==> src/mfe_pkg.sv <==
// Constants, types and shared decoding for the MAC enable and station address block.
// Assumes an APB slave with 32-bit data and byte addresses of 8 bits.
//
// Notes on behaviour
// - Transmit enable set: buffer frames go out.
// - Transmit enable clear: no frame is sent; a frame already started still runs to its last byte.
// - Receive enable set: incoming PHY frames accepted.
// - Address high word: read/write, reset 0000fff.
// - Bits 15:0 hold address 47:32; upper reserved.
// - Programmed EEPROM loads address high at power-on.
// - EEPROM byte 0x05 feeds bits 7:0.
// - EEPROM byte 0x06 feeds bits 15:8.
// - Host may overwrite address after initialization.
// - Address low from EEPROM bytes 0x01-0x04.
package mfe_pkg;

  //////////////////////////////////////////////////////////////////////////////
  // Register indices and byte addresses.
  localparam logic [7:0] REG_CTRL_IDX = 8'h01;
  localparam logic [7:0] REG_STATION_ADDR_HIGH_IDX = 8'h02;
  localparam logic [7:0] REG_STATION_ADDR_LOW_IDX = 8'h03;
  localparam logic [7:0] REG_STATUS_IDX = 8'h08;
  localparam logic [7:0] REG_CTRL_ADDR = 8'h04;
  localparam logic [7:0] REG_STATION_ADDR_HIGH_ADDR = 8'h08;
  localparam logic [7:0] REG_STATION_ADDR_LOW_ADDR = 8'h0c;
  localparam logic [7:0] REG_STATUS_ADDR = 8'h20;

  //////////////////////////////////////////////////////////////////////////////
  // Field positions and values after reset.
  localparam int CTRL_TRANSMIT_ENABLE_BIT_BIT = 3;
  localparam int CTRL_RECEIVE_ENABLE_BIT_BIT = 2;
  localparam int STAT_INIT_BIT = 0;
  localparam int STAT_TXBUSY_BIT = 1;
  localparam logic CTRL_TRANSMIT_ENABLE_BIT_RESET = 1'b0;
  localparam logic CTRL_RECEIVE_ENABLE_BIT_RESET = 1'b0;
  localparam logic [31:0] STATION_ADDR_HIGH_RESET = 32'h0000_0fff;
  localparam logic [31:0] STATION_ADDR_LOW_RESET = 32'h0fff_ffff;

  //////////////////////////////////////////////////////////////////////////////
  // EEPROM byte addresses of the station address.
  localparam logic [7:0] EE_STATION_ADDR_LOW_B0 = 8'h01;
  localparam logic [7:0] EE_STATION_ADDR_LOW_B1 = 8'h02;
  localparam logic [7:0] EE_STATION_ADDR_LOW_B2 = 8'h03;
  localparam logic [7:0] EE_STATION_ADDR_LOW_B3 = 8'h04;
  localparam logic [7:0] EE_STATION_ADDR_HIGH_B0 = 8'h05;
  localparam logic [7:0] EE_STATION_ADDR_HIGH_B1 = 8'h06;

  //////////////////////////////////////////////////////////////////////////////
  // Frame byte positions: destination 0..5, source 6..11.
  localparam logic [3:0] SRC_FIRST = 4'h6;
  localparam logic [3:0] SRC_END = 4'hc;
  localparam logic [3:0] DST_END = 4'h6;

  typedef enum logic [0:0] {
    MFE_TX_IDLE = 1'b0,
    MFE_TX_SEND = 1'b1
  } mfe_tx_state_e;

  typedef enum logic [1:0] {
    MFE_RX_IDLE = 2'b00,
    MFE_RX_ACCEPT = 2'b01,
    MFE_RX_DROP = 2'b10
  } mfe_rx_state_e;

  // Byte k of the station address in wire order; byte 0 goes first.
  function automatic logic [7:0] mfe_addr_byte(input logic [47:0] addr, input logic [2:0] k);
    mfe_addr_byte = addr[{k, 3'b000} +: 8];
  endfunction : mfe_addr_byte

endpackage : mfe_pkg

==> src/mfe_rx_if.sv <==
// Interface between the register block and the receive filter.
// Assumes both ends run on core_clk with the synchronised reset.
`timescale 1ns/1ns
interface mfe_rx_if;
  logic [47:0] stationAddr;
  logic rxEnable;
  logic inValid;
  logic [7:0] inData;
  logic inLast;
  logic outValid;
  logic [7:0] outData;
  logic outLast;
  logic frameDone;
  logic destMatch;

  // The register block drives the address, enable and PHY bytes.
  modport mac (
    output stationAddr, rxEnable, inValid, inData, inLast,
    input outValid, outData, outLast, frameDone, destMatch
  );

  // The filter consumes them and returns accepted bytes.
  modport filt (
    input stationAddr, rxEnable, inValid, inData, inLast,
    output outValid, outData, outLast, frameDone, destMatch
  );
endinterface : mfe_rx_if

==> src/mfe_rx_filter.sv <==
// Receive gate and destination address comparator.
// Assumes the PHY pushes one byte per valid cycle with no back-pressure.
`timescale 1ns/1ns
module mfe_rx_filter (
  // Clock and synchronised reset.
  input wire logic core_clk,
  input wire logic rstSync,
  // Link to the register block.
  mfe_rx_if.filt rx
);

  mfe_pkg::mfe_rx_state_e state, next_state;
  logic [3:0] cnt, next_cnt;
  logic match, next_match;
  logic outValid, next_outValid;
  logic [7:0] outData, next_outData;
  logic outLast, next_outLast;
  logic frameDone, next_frameDone;
  logic destMatch, next_destMatch;
  logic accept;
  logic matchNow;

  // Decide per byte whether the frame is taken and whether its destination matches.
  always_comb begin
    next_state = state;
    next_cnt = cnt;
    next_match = match;
    next_outValid = 1'b0;
    next_outData = outData;
    next_outLast = 1'b0;
    next_frameDone = 1'b0;
    next_destMatch = destMatch;
    accept = (state == mfe_pkg::MFE_RX_IDLE) ? rx.rxEnable : (state == mfe_pkg::MFE_RX_ACCEPT);
    matchNow = ((state == mfe_pkg::MFE_RX_IDLE) ? 1'b1 : match) &&
               ((((state == mfe_pkg::MFE_RX_IDLE) ? 4'h0 : cnt) >= mfe_pkg::DST_END) ||
                (rx.inData == mfe_pkg::mfe_addr_byte(rx.stationAddr,
                  ((state == mfe_pkg::MFE_RX_IDLE) ? 3'h0 : cnt[2:0]))));
    if (rx.inValid) begin
      next_match = matchNow;
      next_cnt = (state == mfe_pkg::MFE_RX_IDLE) ? 4'h1 : ((cnt == 4'hf) ? cnt : cnt + 4'h1);
      next_state = accept ? mfe_pkg::MFE_RX_ACCEPT : mfe_pkg::MFE_RX_DROP;
      next_outValid = accept;
      next_outData = rx.inData;
      next_outLast = accept && rx.inLast;
      if (rx.inLast) begin
        next_state = mfe_pkg::MFE_RX_IDLE;
        next_frameDone = accept;
        next_destMatch = accept ? matchNow : destMatch;
      end
    end
  end

  // Register the filter state and its outputs.
  always_ff @(posedge core_clk or negedge rstSync) begin
    if (!rstSync) begin
      state <= mfe_pkg::MFE_RX_IDLE;
      cnt <= 4'h0;
      match <= 1'b0;
      outValid <= 1'b0;
      outData <= 8'h00;
      outLast <= 1'b0;
      frameDone <= 1'b0;
      destMatch <= 1'b0;
    end else begin
      state <= next_state;
      cnt <= next_cnt;
      match <= next_match;
      outValid <= next_outValid;
      outData <= next_outData;
      outLast <= next_outLast;
      frameDone <= next_frameDone;
      destMatch <= next_destMatch;
    end
  end

  assign rx.outValid = outValid;
  assign rx.outData = outData;
  assign rx.outLast = outLast;
  assign rx.frameDone = frameDone;
  assign rx.destMatch = destMatch;
endmodule : mfe_rx_filter

==> src/mfe_mac_regs.sv <==
// Top of the MAC enable and station address block: APB registers, EEPROM
// load path, transmit gate with source address insertion, receive filter.
// Assumes a zero-wait APB master and an EEPROM controller that presents
// one byte per strobe and pulses its done signal once after power-on.
//
// The implementer's own choice: the APB register port.
`timescale 1ns/1ns
module mfe_mac_regs (
  // Clock and reset.
  input wire logic core_clk,
  input wire logic rst_n,
  // APB slave.
  input wire logic psel,
  input wire logic penable,
  input wire logic pwrite,
  input wire logic [7:0] paddr,
  input wire logic [31:0] pwdata,
  output logic [31:0] prdata,
  output logic pready,
  output logic pslverr,
  // EEPROM controller load path.
  input wire logic eeByteValid,
  input wire logic [7:0] eeByteAddr,
  input wire logic [7:0] eeByteData,
  input wire logic eeProgrammed,
  input wire logic eeLoadDone,
  // Transmit buffer side.
  input wire logic txBufValid,
  input wire logic [7:0] txBufData,
  input wire logic txBufLast,
  output logic txBufReady,
  // Transmit PHY side.
  output logic txPhyValid,
  output logic [7:0] txPhyData,
  output logic txPhyLast,
  input wire logic txPhyReady,
  // Receive PHY side.
  input wire logic rxPhyValid,
  input wire logic [7:0] rxPhyData,
  input wire logic rxPhyLast,
  // Received frame output.
  output logic rxOutValid,
  output logic [7:0] rxOutData,
  output logic rxOutLast,
  output logic rxFrameDone,
  output logic rxDestMatch
);

  //////////////////////////////////////////////////////////////////////////////
  // Reset release through two flip-flops.
  logic rstMeta, rstSync;

  always_ff @(posedge core_clk or negedge rst_n) begin
    if (!rst_n) begin
      rstMeta <= 1'b0;
      rstSync <= 1'b0;
    end else begin
      rstMeta <= 1'b1;
      rstSync <= rstMeta;
    end
  end

  //////////////////////////////////////////////////////////////////////////////
  // Register file.
  logic txEnable, next_txEnable;
  logic rxEnable, next_rxEnable;
  logic [15:0] addrHigh, next_addrHigh;
  logic [31:0] addrLow, next_addrLow;
  logic initDone, next_initDone;
  logic [31:0] next_prdata;
  logic wrEn, eeTake;
  logic [47:0] stationAddr;
  mfe_pkg::mfe_tx_state_e txState;

  // True for any address that a register answers.
  function automatic logic reg_mapped(input logic [7:0] a);
    reg_mapped = (a == mfe_pkg::REG_CTRL_ADDR) || (a == mfe_pkg::REG_STATION_ADDR_HIGH_ADDR) ||
                 (a == mfe_pkg::REG_STATION_ADDR_LOW_ADDR) || (a == mfe_pkg::REG_STATUS_ADDR);
  endfunction : reg_mapped

  // Zero-wait slave; unmapped addresses answer with an error.
  assign pready = 1'b1;
  assign pslverr = psel && penable && !reg_mapped(paddr);
  assign wrEn = psel && penable && pwrite;
  assign eeTake = eeByteValid && eeProgrammed && !initDone;
  assign stationAddr = {addrHigh, addrLow};

  // Next register values from host writes and the EEPROM load.
  always_comb begin
    next_txEnable = txEnable;
    next_rxEnable = rxEnable;
    next_addrHigh = addrHigh;
    next_addrLow = addrLow;
    next_initDone = initDone || eeLoadDone;
    next_prdata = prdata;
    if (wrEn && paddr == mfe_pkg::REG_CTRL_ADDR) begin
      next_txEnable = pwdata[mfe_pkg::CTRL_TRANSMIT_ENABLE_BIT_BIT];
      next_rxEnable = pwdata[mfe_pkg::CTRL_RECEIVE_ENABLE_BIT_BIT];
    end
    if (wrEn && initDone && paddr == mfe_pkg::REG_STATION_ADDR_HIGH_ADDR) begin
      next_addrHigh = pwdata[15:0];
    end
    if (wrEn && initDone && paddr == mfe_pkg::REG_STATION_ADDR_LOW_ADDR) begin
      next_addrLow = pwdata;
    end
    // Load only from a programmed EEPROM.
    if (eeTake) begin
      case (eeByteAddr)
        mfe_pkg::EE_STATION_ADDR_LOW_B0: next_addrLow[7:0] = eeByteData;
        mfe_pkg::EE_STATION_ADDR_LOW_B1: next_addrLow[15:8] = eeByteData;
        mfe_pkg::EE_STATION_ADDR_LOW_B2: next_addrLow[23:16] = eeByteData;
        mfe_pkg::EE_STATION_ADDR_LOW_B3: next_addrLow[31:24] = eeByteData;
        mfe_pkg::EE_STATION_ADDR_HIGH_B0: next_addrHigh[7:0] = eeByteData;
        mfe_pkg::EE_STATION_ADDR_HIGH_B1: next_addrHigh[15:8] = eeByteData;
        default: next_addrHigh = addrHigh;
      endcase
    end
    // Read data is captured in the setup cycle and stands through access.
    if (psel && !penable && !pwrite) begin
      if (paddr == mfe_pkg::REG_CTRL_ADDR) begin
        next_prdata = 32'h0000_0000;
        next_prdata[mfe_pkg::CTRL_TRANSMIT_ENABLE_BIT_BIT] = txEnable;
        next_prdata[mfe_pkg::CTRL_RECEIVE_ENABLE_BIT_BIT] = rxEnable;
      end else if (paddr == mfe_pkg::REG_STATION_ADDR_HIGH_ADDR) begin
        next_prdata = {16'h0000, addrHigh};
      end else if (paddr == mfe_pkg::REG_STATION_ADDR_LOW_ADDR) begin
        next_prdata = addrLow;
      end else if (paddr == mfe_pkg::REG_STATUS_ADDR) begin
        next_prdata = 32'h0000_0000;
        next_prdata[mfe_pkg::STAT_INIT_BIT] = initDone;
        next_prdata[mfe_pkg::STAT_TXBUSY_BIT] = (txState == mfe_pkg::MFE_TX_SEND);
      end else begin
        next_prdata = 32'h0000_0000;
      end
    end
  end

  // Register the file; address high resets to its documented value.
  always_ff @(posedge core_clk or negedge rstSync) begin
    if (!rstSync) begin
      txEnable <= mfe_pkg::CTRL_TRANSMIT_ENABLE_BIT_RESET;
      rxEnable <= mfe_pkg::CTRL_RECEIVE_ENABLE_BIT_RESET;
      addrHigh <= mfe_pkg::STATION_ADDR_HIGH_RESET[15:0];
      addrLow <= mfe_pkg::STATION_ADDR_LOW_RESET;
      initDone <= 1'b0;
      prdata <= 32'h0000_0000;
    end else begin
      txEnable <= next_txEnable;
      rxEnable <= next_rxEnable;
      addrHigh <= next_addrHigh;
      addrLow <= next_addrLow;
      initDone <= next_initDone;
      prdata <= next_prdata;
    end
  end

  //////////////////////////////////////////////////////////////////////////////
  // Transmit gate with source address insertion.
  mfe_pkg::mfe_tx_state_e next_txState;
  logic [3:0] txCnt, next_txCnt;
  logic next_txPhyValid, next_txPhyLast;
  logic [7:0] next_txPhyData;
  logic txTake;
  logic [3:0] txIdx;

  // Frames start only while enabled; a disabled idle gate stalls the buffer.
  assign txBufReady = (!txPhyValid || txPhyReady) &&
                      (txState == mfe_pkg::MFE_TX_SEND || txEnable);
  assign txTake = txBufValid && txBufReady;
  assign txIdx = (txState == mfe_pkg::MFE_TX_IDLE) ? 4'h0 : txCnt;

  // Move one byte per take; a started frame always runs to its last byte.
  always_comb begin
    next_txState = txState;
    next_txCnt = txCnt;
    next_txPhyValid = txPhyValid && !txPhyReady;
    next_txPhyData = txPhyData;
    next_txPhyLast = txPhyLast;
    if (txTake) begin
      next_txPhyValid = 1'b1;
      next_txPhyLast = txBufLast;
      next_txPhyData = txBufData;
      if (txIdx >= mfe_pkg::SRC_FIRST && txIdx < mfe_pkg::SRC_END) begin
        next_txPhyData = mfe_pkg::mfe_addr_byte(stationAddr, 3'(txIdx - mfe_pkg::SRC_FIRST));
      end
      next_txCnt = (txIdx == 4'hf) ? txIdx : txIdx + 4'h1;
      next_txState = txBufLast ? mfe_pkg::MFE_TX_IDLE : mfe_pkg::MFE_TX_SEND;
    end
  end

  // Register the transmit stage.
  always_ff @(posedge core_clk or negedge rstSync) begin
    if (!rstSync) begin
      txState <= mfe_pkg::MFE_TX_IDLE;
      txCnt <= 4'h0;
      txPhyValid <= 1'b0;
      txPhyData <= 8'h00;
      txPhyLast <= 1'b0;
    end else begin
      txState <= next_txState;
      txCnt <= next_txCnt;
      txPhyValid <= next_txPhyValid;
      txPhyData <= next_txPhyData;
      txPhyLast <= next_txPhyLast;
    end
  end

  //////////////////////////////////////////////////////////////////////////////
  // Receive filter.
  mfe_rx_if rxLink();

  assign rxLink.stationAddr = stationAddr;
  assign rxLink.rxEnable = rxEnable;
  assign rxLink.inValid = rxPhyValid;
  assign rxLink.inData = rxPhyData;
  assign rxLink.inLast = rxPhyLast;
  assign rxOutValid = rxLink.outValid;
  assign rxOutData = rxLink.outData;
  assign rxOutLast = rxLink.outLast;
  assign rxFrameDone = rxLink.frameDone;
  assign rxDestMatch = rxLink.destMatch;

  mfe_rx_filter uRxFilter (
    .core_clk(core_clk),
    .rstSync(rstSync),
    .rx(rxLink.filt)
  );
endmodule : mfe_mac_regs

==> config.mk <==
export PLATFORM = sky130hd
export DESIGN_NAME = mfe_mac_regs
export DESIGN_NICKNAME = d
export VERILOG_FILES = /design/src/mfe_pkg.sv /design/src/mfe_rx_if.sv /design/src/mfe_rx_filter.sv /design/src/mfe_mac_regs.sv
export SDC_FILE = /design/constraint.sdc
export NUM_CORES = 1
export LEC_CHECK = 0
export BUFFER_PORTS_ARGS = -buffer_cell sky130_fd_sc_hd__buf_2
export CAP_MARGIN = 0
export CORE_MARGIN = 1.5
export CORE_UTILIZATION = 50
export CTS_BUF_LIST = sky130_fd_sc_hd__clkbuf_8
export CTS_CLUSTER_DIAMETER = 150
export DETAILED_ROUTE_END_ITERATION = 10
export PLACE_DENSITY = 0.72
export SLEW_MARGIN = 5
export SYNTH_ARGS = -nofsm -noshare
export SYNTH_HDL_FRONTEND = slang
export SYNTH_HIERARCHICAL = 1
export SYNTH_SLANG_ARGS = --single-unit
==> constraint.sdc <==
create_clock -name core_clk -period 4.7 [get_ports core_clk]
set_input_delay 0.47 -clock core_clk [delete_from_list [all_inputs] [get_ports core_clk]]
set_output_delay 0.47 -clock core_clk [all_outputs]
set_load 0.01 [all_outputs]
==> flow_summary.ini, run 1 <==
[outcome]
status = completed

[pwr]
powerDensity_nw_per_um2 = 395.6
power.leakage_nw = 3.333
ir_worst_vdd_uv = 246.1
finalPower_mw = 3.035

[sta]
fin_hold_ws_ps = 192.1
rsz0062_at_grt = no
relSlewSlack_pct = 19.59
max_freq_ghz = 0.3624
fin_setup_tns_ps = 0
fin_crit_ps = 2760
period_share_pct = 58.71
finalHoldViolCount = 0
tightestPinTransition_ps = 1206
setup_ws_ps = 1940
setup_viol = 0
finalMaxSlewViolations = 0
finClkSkew_ps = 15.64

[cts]
cts.sinks = 118
htreeDepth = 4
clkTransAtPathRegs_ps = 80
clk_path_buf_depth = 2
cts_tree = done
clk_latency_ps = 460
root_buffer = clkbuf_8
post_cts_buffers = 0
numCtsBuffers = 17

[layout]
nets = 948
nFillCells = 1132
final_common_cell = nand2_1
num_antenna_cells = 0
areaGrowthSynthToFinish_pct = 17.16
layout_common_cells = 163 x nand2_1, 140 x buf_2, 77 x dfrtp_1
drive_gt1_share_pct = 26.98

[global_route]
grt-ovfl-total = 0
grt_max_degree = 71
antenna_found_initial = 0
grt_pass1_wl_um = 32060
grt_pass1_vias = 6004
track_usage_pct = 29.98

[synthesis]
synth_cell_types = 57
synth_area_per_cell_um2 = 8.790
synth_top_area_share_pct = 29.81
ys_seq_area_share_pct = 45.85
yosysWarnings = 6
yosysTopAreaCell = dfrtp_1
syn_area_um2 = 6549
ys_ff_latch = 118
synth_edf_count = 0
synth_async_sr_flop_share_pct = 100.0
synth_ff_type = dfrtp_1
postSynthCellCount = 745
ys_top_cells_by_area = dfrtp_1 30%, dfstp_2 16%, nand2_1 9.3%

[worst_setup_path]
path_max_fanout = 22
end_kind = flip-flop
cp-start-kind = flip-flop
regToRegSetupSlack_ps = 1940
worst-setup-path-type = reg2reg
arrival_ps = 3130
worstPathRequired_ps = 5070

[routing]
routedWlPerCell_um = 19.53
wl_um = 20370
vias = 6320
drtIter0Drc = 682
viasPerCell = 6.059
firstDrtPassIters = 8
antenna_left = 0
drc = 0

[place]
port_buffers = 140
place_ws_ps = 1850
place_congestion = 0.9623
dp_hpwl_um = 14830

[floorplanning]
rows = 41
die-area_um2 = 13790
die_w_um = 117.4
start_util_pct = 51.48
core_um2 = 12720
die_h_um = 117.4
pin_count = 142

[hold_path]
hold_path_class = in2reg

[flow_run]
maxCapViolations = 0
==> registers in the layout (all words and copies together), names as in the netlist, 2 cells and up <==
name	count
txPhyData	8
addrLow	32
addrHigh	16
uRxFilter/rx.outData	8
uRxFilter/state	2
uRxFilter/cnt	4
txCnt	4
prdata	32
==> cell usage after synthesis (all sizes together) (3+ instances only) <==
cell type  count
o31ai         11
nand4          3
mux2          10
clkbuf        35
a311oi         8
buf           17
a32oi          4
o22a           8
a211oi         8
mux2i         30
nor3          14
or3            5
o21a          10
inv           17
a22o          16
nand3          5
or2            3
a22oi          4
nand2        164
nor2          55
nand2b         6
nand4b         4
a31oi         41
a211o          8
nand3b         4
nor2b         10
ha             4
or3b          10
o22ai         11
o21ai         35
and2           3
dfrtp         78
a21oi         47
dfstp         40
==> power by group <==
part	switching [mW]	total [mW]	internal (mW)
Sequential	0.146	1.26	1.11
Clock	0.438	0.969	0.531
Combinational	0.514	0.810	0.296
==> stage by stage <==
stage,utilization (%),area (µm²),std cells
after floorplan,-,6553,746
after global placement,57.04,7257,1011
after detailed placement,57.04,7257,1011
after CTS,60.31,7672,1043
after global routing,60.31,7672,1043
final,60.31,7672,1043
==> path summary, 6_finish.rpt <==
| check | startpoint | to | depth (start not counted) |
|---|---|---|---|
| setup / recovery | txCnt[0]$_DFFE_PN0P_ | txPhyData[2]$_DFFE_PN0P_ | 6 |
| hold / removal | eeLoadDone | initDone$_DFF_PN0_ | 2 |
| setup reg to reg | txCnt[0]$_DFFE_PN0P_ | txPhyData[2]$_DFFE_PN0P_ | 6 |
| hold reg to reg | rstMeta$_DFF_PN0_ | rstSync$_DFF_PN0_ | 0 |
| max in group asynchronous | rstSync$_DFF_PN0_ | addrLow[30]$_DFF_PN0_ | 1 |
| min in group asynchronous | rst_n | rstSync$_DFF_PN0_ | 2 |
==> final cells by class <==
cell class,count,area [µm²],area share [%]
Multi-Input combinational cell,558,3229,42.09
Sequential cell,118,3007,39.19
Timing Repair Buffer,146,748.2,9.752
Clock buffer,18,247.7,3.229
Tap cell,172,215.2,2.805
Clock inverter,13,157.7,2.055
Inverter,18,67.56,0.8806
==> per-layer routing <==
metal,track usage [%],wire length [µm]
met5,0,0
met4,11.19,618
met3,6.955,1494
met2,48.64,9737
met1,39.20,8523
==> repair_timing <==
action | 4_1_cts | 5_1_grt
gates resized for setup | 0 | 0
endpoints found under the hold margin | 2 | 0
hold buffers | 1 | 0
==> critical path: stages, from the launching register on <==
cell and delay (ps):
dfrtp_1 760, nand2_1 510, ha_1 370, o211a_1 220, o21ai_1 470, nor3_1 130
o21ai_0 200
==> kinds of logic (layout without fill, tap and decap cells) <==
| family | after synthesis | in the layout | synth area share, % |
|---|---|---|---|
| AND/OR/NAND/NOR | 292 | 292 | 19.93 |
| AO/OA/AOI/OAI | 220 | 220 | 22.12 |
| flip-flops | 118 | 118 | 45.85 |
| buffers and inverters | 70 | 195 | 4.967 |
| multiplexers | 40 | 40 | 6.305 |
| adder cells (fa/ha/maj) | 4 | 4 | 0.7643 |
| other | 1 | 2 | 0.05726 |
Power figures use the tool's default switching activity.
==> run 2: changes to the inputs <==
- ABC_AREA: unset -> 1
- PLACE_DENSITY: 0.72 -> 0.71
- clock period: 4.7 -> 2.7 ns (I/O delays scaled with it)
==> flow_summary.ini, run 2 <==
[sta]
finClkSkew_ps = 14.69
period_share_pct = 79.71
relSlewSlack_pct = 45.43
rsz0062_at_grt = no
fin_hold_ws_ps = 22.12
setup_viol = 0
max_freq_ghz = 0.4646
fin_setup_tns_ps = 0
finalMaxSlewViolations = 0
setup_ws_ps = 547.8
tightestPinTransition_ps = 816.1
finalHoldViolCount = 0
fin_crit_ps = 2152

[synthesis]
synth_area_per_cell_um2 = 6.638
postSynthCellCount = 1208
synth_commonest_cells = 469 x nand2_1, 171 x nand3_1, 152 x inv_1
synth_cell_types = 47
syn_area_um2 = 8019
synth_async_sr_flop_share_pct = 100.0
ys_ff_latch = 118
ys_top_cells_by_area = dfrtp_1 24%, nand2_1 22%, dfstp_2 13%
yosysWarnings = 6
synth_edf_count = 0
yosysTopAreaCell = dfrtp_1
ys_seq_area_share_pct = 37.45
synth_ff_type = dfrtp_1
synth_top_area_share_pct = 24.34
synth_most_common_cell = nand2_1

[global_route]
track_usage_pct = 29.81
antenna_found_initial = 1
grt_pass1_vias = 7392
grt_max_degree = 117
grt-ovfl-total = 0
grt_pass1_wl_um = 38320

[worst_setup_path]
end_kind = flip-flop
reg2reg_depth = 11
cp-start-kind = flip-flop
worst-setup-path-type = reg2reg
cpMostUsedCell = nand2_1
regToRegSetupSlack_ps = 550
rr_endpoint = txPhyData[5]$_DFFE_PN0P_
crit_family = simple AND/OR/NAND/NOR gates
path_cells = nand2_2 -> inv_2 -> ha_1 -> inv_2 -> nor2_2 -> o21ai_0 -> nor2_1 -> nor2_1 -> nand2_1 -> nand2_1 -> nand2_1
r2r_start = txState$_DFFE_PN0P_
crit_slowest_cell = dfrtp_1
cp_num_buf_inv = 2
cpPeakStageDelay_ps = 530
crit_start = txState$_DFFE_PN0P_
path_max_fanout = 18
worstPathRequired_ps = 3110
arrival_ps = 2570

[layout]
multiInputGateArea_um2 = 4030
nets = 1424
final_common_cell = nand2_1
drive_gt1_share_pct = 21.51
largest_registers = addrLow x32, prdata x32, addrHigh x16
seq_area_um2 = 3007
final_cells = 1565
nFillCells = 1610
areaGrowthSynthToFinish_pct = 14.06
layout_common_cells = 469 x nand2_1, 171 x nand3_1, 152 x inv_1

[place]
dp.cells = 1530
place_congestion = 0.9678
dp_hpwl_um = 17970
port_buffers = 140
place_ws_ps = 582.7

[cts]
htreeDepth = 4
cts_tree = done
clk_latency_ps = 470
clkTransAtPathRegs_ps = 80
numCtsBuffers = 17
cts.sinks = 118
root_buffer = clkbuf_8
cts_resized = 0
clk_path_buf_depth = 2

[routing]
drc = 0
wl_um = 23920
firstDrtPassIters = 5
routedWlPerCell_um = 15.28
viasPerCell = 5.174
drtIter0Drc = 800
antenna_left = 0
vias = 8098

[floorplanning]
die-area_um2 = 16810
start_util_pct = 50.85
rows = 46
die_h_um = 129.6
die_w_um = 129.6
pin_count = 142
core_um2 = 15770

[pwr]
finalPower_mw = 5.262
power.leakage_nw = 5.399
powerDensity_nw_per_um2 = 575.4
ir_worst_vdd_uv = 299.5

[hold_path]
worstHoldEndpoint = uRxFilter/state[0]$_DFFE_PN0P_
min-delay-start = rxPhyLast
hold_path_class = in2reg
whs_path_depth = 2

[flow_run]
maxCapViolations = 0

[outcome]
status = completed
-- run 2: changes by cell type in the layout (fill, tap and decap cells not counted), moves of 11 or more --
cell,change
a21oi_1,-28
a22o_1,-16
a31oi_1,-40
inv_1,+135
inv_2,+18
mux2i_1,-30
nand2_1,+306
nand3_1,+166
nor2_1,+11
o21ai_1,+27
-- run 2: cell families (layout without fill, tap and decap cells) --
kind of cell,Yosys count,in the layout,synth area share (%)
fa+ha+maj,4,4,0.6241
xor+xnor,4,4,0.4370
other cells,1,3,0.04676
compound gates,98,98,7.053
buf+inv,222,361,12.34
simple gates,761,761,42.05
flops,118,118,37.45
-- run 2: where the power goes --
part / internal (mW) / total (mW) / switching, mW
logic: 0.552 / 1.66 / 1.11
clock network: 0.658 / 1.48 / 0.822
registers: 1.95 / 2.12 / 0.175
-- run 2: worst register-to-register path: stages (launching register included) --
cell and delay (ps):
dfrtp_1 530, nand2_2 360, inv_2 110, ha_1 300, inv_2 70, nor2_2 250
o21ai_0 130, nor2_1 100, nor2_1 50, nand2_1 90, nand2_1 50, nand2_1 50
-- run 2: worst max path at each step --
stage                               endpoint  cells past startpoint  slack, ps
floorplan           addrHigh[12]$_DFFE_PN0P_                      0        770
global placement    txPhyData[5]$_DFFE_PN0P_                     11        630
detailed placement  txPhyData[4]$_DFFE_PN0P_                     11        580
CTS                 txPhyData[4]$_DFFE_PN0P_                     11        560
global route        txPhyData[0]$_DFFE_PN0P_                     11        310
finish              txPhyData[5]$_DFFE_PN0P_                     11        550
-- run 2: layout make-up --
class	count	share of cell area [%]
multi-input cells	869	44.06
repair buffers	153	8.919
well taps	216	2.955
inverters	176	7.319
clock inverters	14	1.135
diodes	1	0.02736
flip-flops and latches	118	32.87
clock buffers	18	2.709
-- run 2: what timing repair did --
action,CTS,global route
setup endpoints to repair,0,0
hold buffers,2,0
buffers inserted,0,0
hold endpoints to repair,3,0
-- run 2: per-stage QoR --
step / util, % / cell area [µm²]
after global placement: 55.63 / 8772
final: 58.00 / 9146
after CTS: 57.98 / 9144
after floorplan: - / 8024
after global routing: 57.98 / 9144
after detailed placement: 55.63 / 8772
-- run 2: metal layers --
metal,GRT usage [%],share of wire [%],vias to the layer above
met3,6.028,8.3,60
li1,-,-,4017
met2,45.19,44,355
met5,0,0,-
met1,41.49,45,3666
met4,12.61,3.4,0
